--- config.mk ---
export PLATFORM = sky130hd
export DESIGN_NAME = pbwg_top
export DESIGN_NICKNAME = d
export VERILOG_FILES = /design/src/pbwg_pkg.sv /design/src/pbwg_open_timer.sv /design/src/pbwg_top.sv
export SDC_FILE = /design/constraint.sdc
export NUM_CORES = 1
export LEC_CHECK = 0
export ABC_AREA = 1
export BUFFER_PORTS_ARGS = -buffer_cell sky130_fd_sc_hd__buf_2
export CAP_MARGIN = 20
export CORE_MARGIN = 2
export CORE_UTILIZATION = 48
export CTS_CLUSTER_DIAMETER = 50
export DETAILED_ROUTE_END_ITERATION = 6
export PLACE_DENSITY = 0.85
export SLEW_MARGIN = 10
export SYNTH_ARGS = -nofsm -noshare
export SYNTH_HDL_FRONTEND = slang
export SYNTH_SLANG_ARGS = --single-unit
--- constraint.sdc ---
create_clock -name clk_in -period 3.9 [get_ports clk_in]
set_input_delay 0.195 -clock clk_in [delete_from_list [all_inputs] [get_ports clk_in]]
set_output_delay 0.195 -clock clk_in [all_outputs]
set_load 0.02 [all_outputs]
--- src/pbwg_pkg.sv ---
// Operation
// - in mode 11, protected bits ignore writes unless access open
// - mode 11: open code 10011 opens access
// - mode 11: close code 10101 closes access
// - open/close writes never change the mode
// - mode changes only with pass code 11000 or byte D0
// - byte D0 disables the protection scheme
// - open window lasts at most 32 cycles
// - repeated open code restarts the window
// - guards dividers, watchdog, power-down, slow-down enables
`default_nettype none
package pbwg_pkg;
  // bus map, byte addresses
  localparam int          ADDR_W         = 4;
  localparam logic [3:0]  OFS_PASSWORD   = 4'h0;
  localparam logic [3:0]  OFS_CLK_DIV    = 4'h4;
  localparam logic [3:0]  OFS_PWR_CTRL   = 4'h8;
  // password register layout
  localparam int          PASS_HI        = 7;
  localparam int          PASS_LO        = 3;
  localparam int          STAT_BIT       = 2;
  localparam int          MODE_HI        = 1;
  localparam int          MODE_LO        = 0;
  localparam logic [4:0]  CODE_OPEN      = 5'h13;
  localparam logic [4:0]  CODE_CLOSE     = 5'h15;
  localparam logic [4:0]  CODE_MODE      = 5'h18;
  localparam logic [7:0]  BYTE_DISABLE   = 8'hD0;
  localparam logic [1:0]  MODE_PROTECT   = 2'h3;
  localparam logic [1:0]  MODE_RESET     = 2'h3;
  localparam logic [1:0]  MODE_OFF       = 2'h0;
  // divider register layout
  localparam int          FEEDBACK_DIVIDER_FIELD_HI        = 3;
  localparam int          FEEDBACK_DIVIDER_FIELD_LO        = 0;
  localparam int          OUTPUT_DIVIDER_FIELD_HI        = 7;
  localparam int          OUTPUT_DIVIDER_FIELD_LO        = 4;
  localparam logic [3:0]  FEEDBACK_DIVIDER_FIELD_RESET     = 4'h0;
  localparam logic [3:0]  OUTPUT_DIVIDER_FIELD_RESET     = 4'h0;
  // power control layout
  localparam int          WDT_BIT        = 0;
  localparam int          PD_BIT         = 1;
  localparam int          SD_BIT         = 2;
  localparam logic [2:0]  PWR_RESET      = 3'h0;
  // open window length in core cycles
  localparam int          WIN_CYCLES     = 32;
  localparam int          WIN_W          = 6;
  localparam logic [5:0]  WIN_LOAD       = 6'(WIN_CYCLES);
  localparam logic [5:0]  WIN_ZERO       = 6'h00;
  localparam logic [5:0]  WIN_STEP       = 6'h01;
endpackage
`default_nettype wire

--- src/pbwg_open_timer.sv ---
`timescale 1ns/1ps
`default_nettype none
module pbwg_open_timer
(
  // clock and reset
  input  wire logic clk_in,
  input  wire logic rst_in,
  input  wire logic ce_in,
  // control
  input  wire logic open_in,
  input  wire logic close_in,
  // status
  output var  logic open_out
);
  logic [pbwg_pkg::WIN_W-1:0] count_reg;
  logic [pbwg_pkg::WIN_W-1:0] count_next;
  wire  logic                 running;

  assign running  = (count_reg != pbwg_pkg::WIN_ZERO);
  assign open_out = running;

  always_comb
  begin
    count_next = count_reg;
    if (close_in)
      count_next = pbwg_pkg::WIN_ZERO;
    else if (open_in)
      count_next = pbwg_pkg::WIN_LOAD;
    else if (running)
      count_next = count_reg - pbwg_pkg::WIN_STEP;
  end

  always_ff @(posedge clk_in)
  begin
    if (rst_in)
      count_reg <= pbwg_pkg::WIN_ZERO;
    else if (ce_in)
      count_reg <= count_next;
  end
endmodule
`default_nettype wire

--- src/pbwg_top.sv ---
`timescale 1ns/1ps
`default_nettype none
module pbwg_top
(
  // clock and reset
  input  wire logic        clk_in,
  input  wire logic        rst_in,
  input  wire logic        ce_in,
  // avalon-mm slave
  input  wire logic [3:0]  avs_address_in,
  input  wire logic        avs_read_in,
  input  wire logic        avs_write_in,
  input  wire logic [31:0] avs_writedata_in,
  input  wire logic [3:0]  avs_byteenable_in,
  output var  logic [31:0] avs_readdata_out,
  output var  logic        avs_waitrequest_out,
  // protected control fields
  output var  logic [3:0]  feedback_divider_field_out,
  output var  logic [3:0]  output_divider_field_out,
  output var  logic        watchdog_enable_bit_out,
  output var  logic        power_down_enable_bit_out,
  output var  logic        slow_down_enable_bit_out,
  // protection status
  output var  logic        access_open_out,
  output var  logic [1:0]  protect_mode_out
);
  logic        ack_reg;
  logic [31:0] rdata_reg;
  logic [1:0]  mode_reg;
  logic [1:0]  mode_next;
  logic [3:0]  feedback_divider_field_reg;
  logic [3:0]  output_divider_field_reg;
  logic [2:0]  pwr_reg;

  wire  logic       req;
  wire  logic       wr_go;
  wire  logic       rd_first;
  wire  logic       lane0;
  wire  logic [7:0] wbyte;
  wire  logic [4:0] pass;
  wire  logic       sel_pw;
  wire  logic       sel_div;
  wire  logic       sel_pwr;
  wire  logic       protect_on;
  wire  logic       win_open;
  wire  logic       open_cmd;
  wire  logic       close_cmd;
  wire  logic       mode_cmd;
  wire  logic       disable_cmd;
  wire  logic       may_write;
  wire  logic [7:0] pw_view;
  wire  logic [7:0] div_view;
  wire  logic [7:0] pwr_view;
  wire  logic [7:0] rd_byte;

  function automatic logic hit(input logic [3:0] a, input logic [3:0] ofs);
    hit = (a == ofs);
  endfunction

  // one wait state per access
  assign req                 = avs_read_in | avs_write_in;
  // answer only on an enabled edge, else the access keeps waiting
  assign avs_waitrequest_out = req & ~(ack_reg & ce_in);
  assign rd_first            = avs_read_in & ~ack_reg;
  assign wr_go               = avs_write_in & ack_reg & ce_in;
  assign avs_readdata_out    = rdata_reg;

  assign lane0   = avs_byteenable_in[0];
  assign wbyte   = avs_writedata_in[7:0];
  assign pass    = wbyte[pbwg_pkg::PASS_HI:pbwg_pkg::PASS_LO];
  assign sel_pw  = hit(avs_address_in, pbwg_pkg::OFS_PASSWORD);
  assign sel_div = hit(avs_address_in, pbwg_pkg::OFS_CLK_DIV);
  assign sel_pwr = hit(avs_address_in, pbwg_pkg::OFS_PWR_CTRL);

  assign protect_on  = (mode_reg == pbwg_pkg::MODE_PROTECT);
  assign open_cmd    = wr_go & lane0 & sel_pw & protect_on
                     & (pass == pbwg_pkg::CODE_OPEN);
  assign close_cmd   = wr_go & lane0 & sel_pw & protect_on
                     & (pass == pbwg_pkg::CODE_CLOSE);
  assign mode_cmd    = wr_go & lane0 & sel_pw
                     & (pass == pbwg_pkg::CODE_MODE);
  assign disable_cmd = wr_go & lane0 & sel_pw
                     & (wbyte == pbwg_pkg::BYTE_DISABLE);

  assign may_write = ~protect_on | win_open;

  pbwg_open_timer u_timer
  (
    .clk_in   (clk_in),
    .rst_in   (rst_in),
    .ce_in    (ce_in),
    .open_in  (open_cmd),
    .close_in (close_cmd),
    .open_out (win_open)
  );

  always_comb
  begin
    mode_next = mode_reg;
    if (mode_cmd)
      mode_next = wbyte[pbwg_pkg::MODE_HI:pbwg_pkg::MODE_LO];
    else if (disable_cmd)
      mode_next = pbwg_pkg::MODE_OFF;
  end

  assign pw_view  = {5'h00, ~win_open, mode_reg};
  assign div_view = {output_divider_field_reg, feedback_divider_field_reg};
  assign pwr_view = {5'h00, pwr_reg};
  assign rd_byte  = sel_pw  ? pw_view  :
                    sel_div ? div_view :
                    sel_pwr ? pwr_view : 8'h00;

  always_ff @(posedge clk_in)
  begin
    if (rst_in)
    begin
      ack_reg   <= 1'b0;
      rdata_reg <= 32'h00000000;
    end
    else if (ce_in)
    begin
      ack_reg <= req & ~ack_reg;
      if (rd_first)
        rdata_reg <= {24'h000000, rd_byte};
    end
  end

  always_ff @(posedge clk_in)
  begin
    if (rst_in)
      mode_reg <= pbwg_pkg::MODE_RESET;
    else if (ce_in)
      mode_reg <= mode_next;
  end

  always_ff @(posedge clk_in)
  begin
    if (rst_in)
    begin
      feedback_divider_field_reg <= pbwg_pkg::FEEDBACK_DIVIDER_FIELD_RESET;
      output_divider_field_reg <= pbwg_pkg::OUTPUT_DIVIDER_FIELD_RESET;
    end
    else if (wr_go & lane0 & sel_div & may_write)
    begin
      feedback_divider_field_reg <= wbyte[pbwg_pkg::FEEDBACK_DIVIDER_FIELD_HI:pbwg_pkg::FEEDBACK_DIVIDER_FIELD_LO];
      output_divider_field_reg <= wbyte[pbwg_pkg::OUTPUT_DIVIDER_FIELD_HI:pbwg_pkg::OUTPUT_DIVIDER_FIELD_LO];
    end
  end

  always_ff @(posedge clk_in)
  begin
    if (rst_in)
      pwr_reg <= pbwg_pkg::PWR_RESET;
    else if (wr_go & lane0 & sel_pwr & may_write)
      pwr_reg <= wbyte[pbwg_pkg::SD_BIT:pbwg_pkg::WDT_BIT];
  end

  assign feedback_divider_field_out = feedback_divider_field_reg;
  assign output_divider_field_out   = output_divider_field_reg;
  assign watchdog_enable_bit_out    = pwr_reg[pbwg_pkg::WDT_BIT];
  assign power_down_enable_bit_out  = pwr_reg[pbwg_pkg::PD_BIT];
  assign slow_down_enable_bit_out   = pwr_reg[pbwg_pkg::SD_BIT];
  assign access_open_out            = win_open;
  assign protect_mode_out           = mode_reg;
endmodule
`default_nettype wire

# Word-level counts from Yosys, hierarchy flattened
# Index checks and enable logic that the tools add are counted.
[classes]
n_addsub = 1
mul = 0
div_mod_pow = 0
n_lt_le_gt_ge = 0
n_eq_ne = 7
shifts = 0
mux = 8
bitwise_logic = 23
n_reduce_logical = 7
[op_table]
columns = ["op", "count"]
rows = [
  ["$mux 6", 3],
  ["$and 1x1->1", 17],
  ["$mux 8", 2],
  ["$eq 5x5->1 const B", 3],
  ["$eq 8x8->1 const B", 1],
  ["$reduce_and 2->1", 3],
  ["$reduce_bool 6->1", 1],
  ["$sub 6x1->6 const B", 1],
  ["$eq 4x3->1 const B", 1],
  ["$eq 4x4->1 const B", 1],
  ["$logic_not 4->1", 1],
  ["$mux 2", 2],
  ["$not 1->1", 4],
  ["$mux 3", 1],
  ["$reduce_bool 3->1", 1],
  ["$eq 2x2->1 const B", 1],
  ["$or 1x1->1", 2],
  ["$reduce_bool 2->1", 1],
]
[word_totals]
regBits = 28
latchBits = 0
ramBits = 0
mem_bits_ro = 0
input_bits = 45
output_inout_bits = 47
elab_cells = 53
n_memories = 0

# Logic depth before layout (Yosys ltp)
# Gate-level depths: netlist of the first run.
[logic_depth]
depth_word = 8
depth_mapped = 11
ltp_nobuf = 10

# Hierarchy
# From an unflattened synthesis of the first run, not the netlist that was laid out.
[unflattened]
cells_unflattened = 248
area_unflattened_um2 = 1657.8
[modules_own_cells]
columns = ["mod", "n_inst", "cells_each", "area_per_inst_um2", "seq_area_each_um2"]
rows = [
  ["pbwg_top", 1, 197, 1282.5, 440.4],
  ["pbwg_open_timer", 1, 51, 375.4, 120.1],
]

# Worst setup path before layout of the first run
# OpenSTA, ideal clock, no wires.
[synth_timing]
kind = "reg-to-reg"
start = "register u_timer.count_reg[0] in the netlist's numbering"
end = "register pwr_reg[0]"
setup_time_ns = 0.132
arrival_time_ns = 1.269
required_time_ns = 3.768
setup_slack_ns = 2.499
path_stages_with_launch = 9
path_buffers = 1
synth_period_minus_slack_ns = 1.401
cell_sequence = "dfxtp_1 inv_1 ha_1 inv_1 nor3_4 nand2_1 buf_2 nand3_1 a21oi_1"
[synth_between]
elab_chain_cells = 3
[synth_rtl]
columns = ["element", "line", "rtl"]
rows = [
  ["from (decl)", "pbwg_open_timer.sv:15", "logic [pbwg_pkg::WIN_W-1:0] count_reg;"],
  ["from (signal assigned)", "pbwg_open_timer.sv:36", "count_reg <= pbwg_pkg::WIN_ZERO;"],
  ["from (signal assigned)", "pbwg_open_timer.sv:38", "count_reg <= count_next;"],
  ["$reduce_bool 6->1", "pbwg_open_timer.sv:19", "assign running = (count_reg != pbwg_pkg::WIN_ZERO);"],
  ["$or 1x1->1", "pbwg_top.sv:85", "assign may_write = ~protect_on | win_open;"],
  ["$and 1x1->1", "pbwg_top.sv:154", "else if (wr_go & lane0 & sel_pwr & may_write)"],
  ["to (signal assigned)", "pbwg_top.sv:153", "pwr_reg <= pbwg_pkg::PWR_RESET;"],
  ["to (signal assigned)", "pbwg_top.sv:155", "pwr_reg <= wbyte[pbwg_pkg::SD_BIT:pbwg_pkg::WDT_BIT];"],
  ["to (decl)", "pbwg_top.sv:33", "logic [2:0] pwr_reg;"],
]
# No other way between the ends.
# A chain may end at the register's enable or synchronous reset.

# Worst setup path after layout of the first run
[layout_timing]
start = "register u_timer.count_reg[0] in the netlist's numbering"
end = "register feedback_divider_field_reg[3] (netlist: feedback_divider_field_out[3])"
[layout_between]
elab_chain_cells = 3
[layout_rtl]
columns = ["element", "line", "rtl"]
rows = [
  ["$reduce_bool 6->1", "pbwg_open_timer.sv:19", ""],
  ["$or 1x1->1", "pbwg_top.sv:85", ""],
  ["$and 1x1->1", "pbwg_top.sv:143", "else if (wr_go & lane0 & sel_div & may_write)"],
  ["to (signal assigned)", "pbwg_top.sv:140", "feedback_divider_field_reg <= pbwg_pkg::FEEDBACK_DIVIDER_FIELD_RESET;"],
  ["to (signal assigned)", "pbwg_top.sv:145", "feedback_divider_field_reg <= wbyte[pbwg_pkg::FEEDBACK_DIVIDER_FIELD_HI:pbwg_pkg::FEEDBACK_DIVIDER_FIELD_LO];"],
  ["to (decl)", "pbwg_top.sv:31", "logic [3:0] feedback_divider_field_reg;"],
]
# No other way between the ends.

==> metrics.yaml, run 1 <==
syn_avg_cell_area_um2: 7.14
viasPerCell: 4.75
finalNetCount: 322
routed_wl_um: 3340
yosys.area.top_type: "dfxtp_1"
antenna_found_initial: 0
setup_tns_ps: 0
die_h_um: 63.3
cts_tree: "yes"
initial_core_util: 0.501
hold_buffers: 0
synth.top_cells.by_area: "dfxtp_1, nand2_1, buf_4"
hold_path_class: "in2reg"
top_layer_used: "met4"
min_period_ps: 1770
port_buffers: 40
layout_commonest_cell: "nand2_1"
slew_violations: 0
cp_max_fo: 13
ff_latch_area_um2: 561
cts_resized: 0
first_pass_iters: 4
yosys.area.top_type_share: 0.333
post_cts_buffers: 0
filler_cell_count: 335
startpoint_type: "flip-flop"
dr.first_iter.drc_count: 79
ioPinCount: 92
cts_buffers: 3
n_antenna_cell: 0
root_buffer: "clkbuf_4"
p_leak_nw: 0.936
min-delay-start: "avs_writedata_in[6]"
grt_pass1_wl_um: 5640
routed-via-count: 1519
ys_ff_latch: 28
clock_latency_ps: 340
period_share: 0.454
multi_input_area_um2: 903
path_clk_slew_ps: 150
r2r-start: "u_timer.count_reg[0]"
yosys.cell_types.count: 30
powerDensity_nw_per_um2: 514
setup_violations: 0
fp-row-count: 21
fmax_ghz: 0.564
drive_above_1_share: 0.223
cts_num_sinks: 28
clockBufferDepth: 2
core_area_um2: 3360
htree_levels: 1
wl_met2_um: 1520
grt_pass1_vias: 1262
max-vdd-ir-drop_mv: 0.296
largest_reg_flops: 8
drcViolationCount: 0
track_usage: 0.173
wire_per_inst_um: 10.4
netlist_area_um2: 1690
grt_max_degree: 19
fin_util: 0.557
ant_nets: 0
fp.dieW_um: 63.3
layout_common_cells: "nand2_1, buf_2, dfxtp_1"
cp-startpoint: "u_timer.count_reg[0]"
dp.final_hpwl_um: 2560
route.met3.wl_um: 240
hold_viol_final: 0
grt_overflow_total: 0
worst-r2r-setup-slack_ps: 2130
arrival_ps: 2060
met1_length_um: 1540
gp_congestion: 0.840
dieArea_um2: 4000
yosysWarningCount: 0
status: "completed"
fin_skew_ps: 6.94
synth-seq-area-share: 0.333
endpoint_kind: "flip-flop"
synthToLayoutAreaGrowth_pct: 11.1
rsz0062_at_grt: "false"
required_ps: 4190
path_class: "reg2reg"
syn_inst: 236
cap_violations: 0
## final timing paths
check / endpoint / depth (start not counted)
worst max-delay path: feedback_divider_field_out[3] / 8
worst min-delay path: output_divider_field_out[2] / 3
worst max register to register: feedback_divider_field_out[3] / 8
worst min register to register: avs_readdata_out[7] / 2
## cells by family (layout without fill, tap and decap cells)
logic type,after synthesis,in the layout,synth area share
and+or+nand+nor,119,119,0.363
other,1,24,0.00223
adders and majority gates,2,2,0.0148
buffers and inverters,55,70,0.183
AOI/OAI and AO/OA,29,29,0.0943
xor gates and xnor gates,2,2,0.0104
DFF,28,28,0.333
## critical path: stages, from the launching register on
cell and delay [ps]:
dfxtp_1 360, inv_1 100, ha_1 160, inv_1 60, nor3_4 280, nand2_1 320
nand2_2 250, nand2_1 70, a21oi_1 130
## power by group
part           internal, mW  switching [mW]
clock network         0.104          0.0891
logic                 0.144           0.278
registers             0.318          0.0292
## metrics by stage
step           area (um2)  instances  hold slack [ps]  setup slack, ps  power [mW]
6_report             1870        320              125             2130       0.963
5_1_grt              1870        320              110             1950        1.05
4_1_cts              1870        320              112             2120       0.969
3_5_place_dp         1820        316              456             2130       0.771
3_3_place_gp         1820        316              452             2190       0.761
2_1_floorplan        1770        259              359             2500       0.718
## synthesized netlist by cell type
library cell / instances
nor3_1: 2
nor2_4: 1
dfxtp_1: 28
nor2_2: 3
nand4_1: 6
nand3_1: 23
nor2_8: 1
nand2_4: 2
inv_2: 1
buf_4: 24
nor4_2: 1
xor2_1: 2
ha_1: 2
o211ai_1: 2
buf_2: 2
o21ai_0: 5
inv_1: 24
nand3_4: 3
conb_1: 1
clkinv_2: 1
a31oi_1: 1
a41oi_1: 2
nand2_2: 3
a21oi_1: 19
nor4_1: 1
nand2_1: 51
nor3_4: 1
nor2_1: 21
clkbuf_1: 2
buf_6: 1
## area by class of cell
class | count | area share
Multi-Input combinational cell | 176 | 0.482
Sequential cell | 28 | 0.299
Timing Repair Buffer | 40 | 0.107
Inverter | 26 | 0.0528
Tap cell | 46 | 0.0307
Clock inverter | 1 | 0.0160
Clock buffer | 3 | 0.0120
## per-layer routing
layer | up-vias | global-route usage
met5 | - | 0
li1 | 788 | -
met3 | 5 | 0.0411
met4 | 0 | 0.0516
met1 | 668 | 0.234
met2 | 58 | 0.275
Power figures use the tool's default switching activity.
==> run 2: changes to the inputs <==
Settings changed: CORE_UTILIZATION 48 to 44, PLACE_DENSITY 0.85 to 0.79.
Clock period 3.9 ns to 1.8 ns, I/O delays scaled along.
==> run 2 against run 1 <==
  * Setup slack got worse by 2000 ps
  * Cell area up 1.9%
  * Maximum frequency rose by 8.4%
  * Highest routed layer unchanged
  * Via count up 1.2%
  * Total power rose by 130%
==> metrics.yaml, run 2 (synthesis results as in run 1) <==
required_ps: 2010
setup_violations: 0
largest_reg_flops: 8
routed_wl_um: 3520
post_cts_buffers: 0
cap_violations: 0
n_antenna_cell: 0
top_layer_used: "met4"
path_class: "reg2reg"
layout_common_cells: "nand2_1, buf_2, dfxtp_1"
cts_num_sinks: 28
hold_buffers: 0
dp.final_hpwl_um: 2790
fmax_ghz: 0.612
cts_buffers: 3
dp.cells: 320
wl_met2_um: 1700
endpoint_kind: "flip-flop"
cp_max_fo: 13
dieArea_um2: 4340
internal-power_mw: 1.33
reg2reg_to: "output_divider_field_out[1]"
cts_tree: "yes"
fin_skew_ps: 2.61
route.met3.wl_um: 205
r2r-start: "u_timer.count_reg[0]"
grt_pass1_wl_um: 6120
grt_overflow_total: 0
fp.dieW_um: 65.9
worst-r2r-setup-slack_ps: 170
switching_share: 0.400
layout_commonest_cell: "nand2_1"
gp_congestion: 0.824
finalNetCount: 324
min_period_ps: 1630
status: "completed"
viasPerCell: 4.74
dr.first_iter.drc_count: 50
track_usage: 0.181
hold_viol_final: 0
hold_path_class: "in2reg"
root_buffer: "clkbuf_8"
core_area_um2: 3660
fp-row-count: 22
drcViolationCount: 0
powerDensity_nw_per_um2: 1160
filler_cell_count: 377
reg2regPathDepth: 8
grt_max_degree: 19
combPwrFrac: 0.430
path_clk_slew_ps: 100
p_clk_frac: 0.229
clock_latency_ps: 280
antenna_found_initial: 0
p_sw_mw: 0.883
min-delay-start: "avs_writedata_in[7]"
grt_pass1_vias: 1432
first_pass_iters: 4
drive_above_1_share: 0.228
routed-via-count: 1537
wire_per_inst_um: 10.9
htree_levels: 1
cts_resized: 0
synthToLayoutAreaGrowth_pct: 13.3
slew_violations: 0
cp-endpoint: "output_divider_field_out[1]"
startpoint_type: "flip-flop"
arrival_ps: 1850
max-vdd-ir-drop_mv: 0.665
cp-startpoint: "u_timer.count_reg[0]"
clockBufferDepth: 2
p_leak_nw: 0.953
ant_nets: 0
p_seq_frac: 0.341
ioPinCount: 92
rsz0062_at_grt: "false"
die_h_um: 65.9
layout.cells.non_filler: 324
setup_tns_ps: 0
port_buffers: 40
period_share: 0.908
initial_core_util: 0.460
met1_length_um: 1610
-- run 2: changes by cell type in the layout (fill, tap and decap cells not counted) --
cell / change
buf_4: +2
clkbuf_8: +3
clkbuf_4: -3
-- run 2: layer usage --
layer / up-vias / track usage
met5: - / 0
met1: 697 / 0.224
met4: 0 / 0.0417
met3: 2 / 0.0494
li1: 795 / -
met2: 43 / 0.309
-- run 2: stage by stage --
step | cell area [um2] | setup WS (ps) | utilization | hold slack (ps) | power, mW
4_1_cts | 1910 | 164 | 0.522 | 87.9 | 2.22
3_5_place_dp | 1840 | 204 | 0.502 | 395 | 1.72
2_1_floorplan | 1770 | 399 | - | 254 | 1.56
5_1_grt | 1910 | 45.3 | 0.522 | 97.0 | 2.37
3_3_place_gp | 1840 | 250 | 0.502 | 391 | 1.68
6_report | 1910 | 166 | 0.522 | 94.3 | 2.21
-- run 2: worst min path at each step --
stage	endpoint	slack, ps	depth (start not counted)
2_1_floorplan	pwr_reg[0]	250	2
3_3_place_gp	output_divider_field_out[3]	390	3
3_5_place_dp	output_divider_field_out[3]	400	3
4_1_cts	output_divider_field_out[3]	90	3
5_1_grt	output_divider_field_out[3]	100	3
6_report	output_divider_field_out[3]	90	3
-- run 2: cell type report --
cell class / count / area [um2] / share of cell area
sequential: 28 / 561 / 0.294
clock buffer: 3 / 41.3 / 0.0216
tap: 48 / 60.1 / 0.0315
timing repair buffer: 42 / 215 / 0.113
multi-input combinational: 176 / 903 / 0.473
inverter: 26 / 98.8 / 0.0518
clock inverter: 1 / 30.0 / 0.0157
-- run 2: power by group through the flow --
stage          Clock (mW)  Combinational, mW  Sequential, mW
2_1_floorplan           0              0.799           0.757
3_3_place_gp            0              0.921           0.762
3_5_place_dp            0              0.951           0.766
4_1_cts             0.513              0.958           0.752
5_1_grt             0.535               1.07           0.759
6_report            0.506              0.950           0.753
-- run 2: critical path, cell delays in order, from the launching register on --
cell,delay (ps)
dfxtp_1,340
inv_1,100
ha_1,150
inv_1,60
nor3_4,180
nand2_1,270
nand2_2,250
nand2_1,80
a21oi_1,130
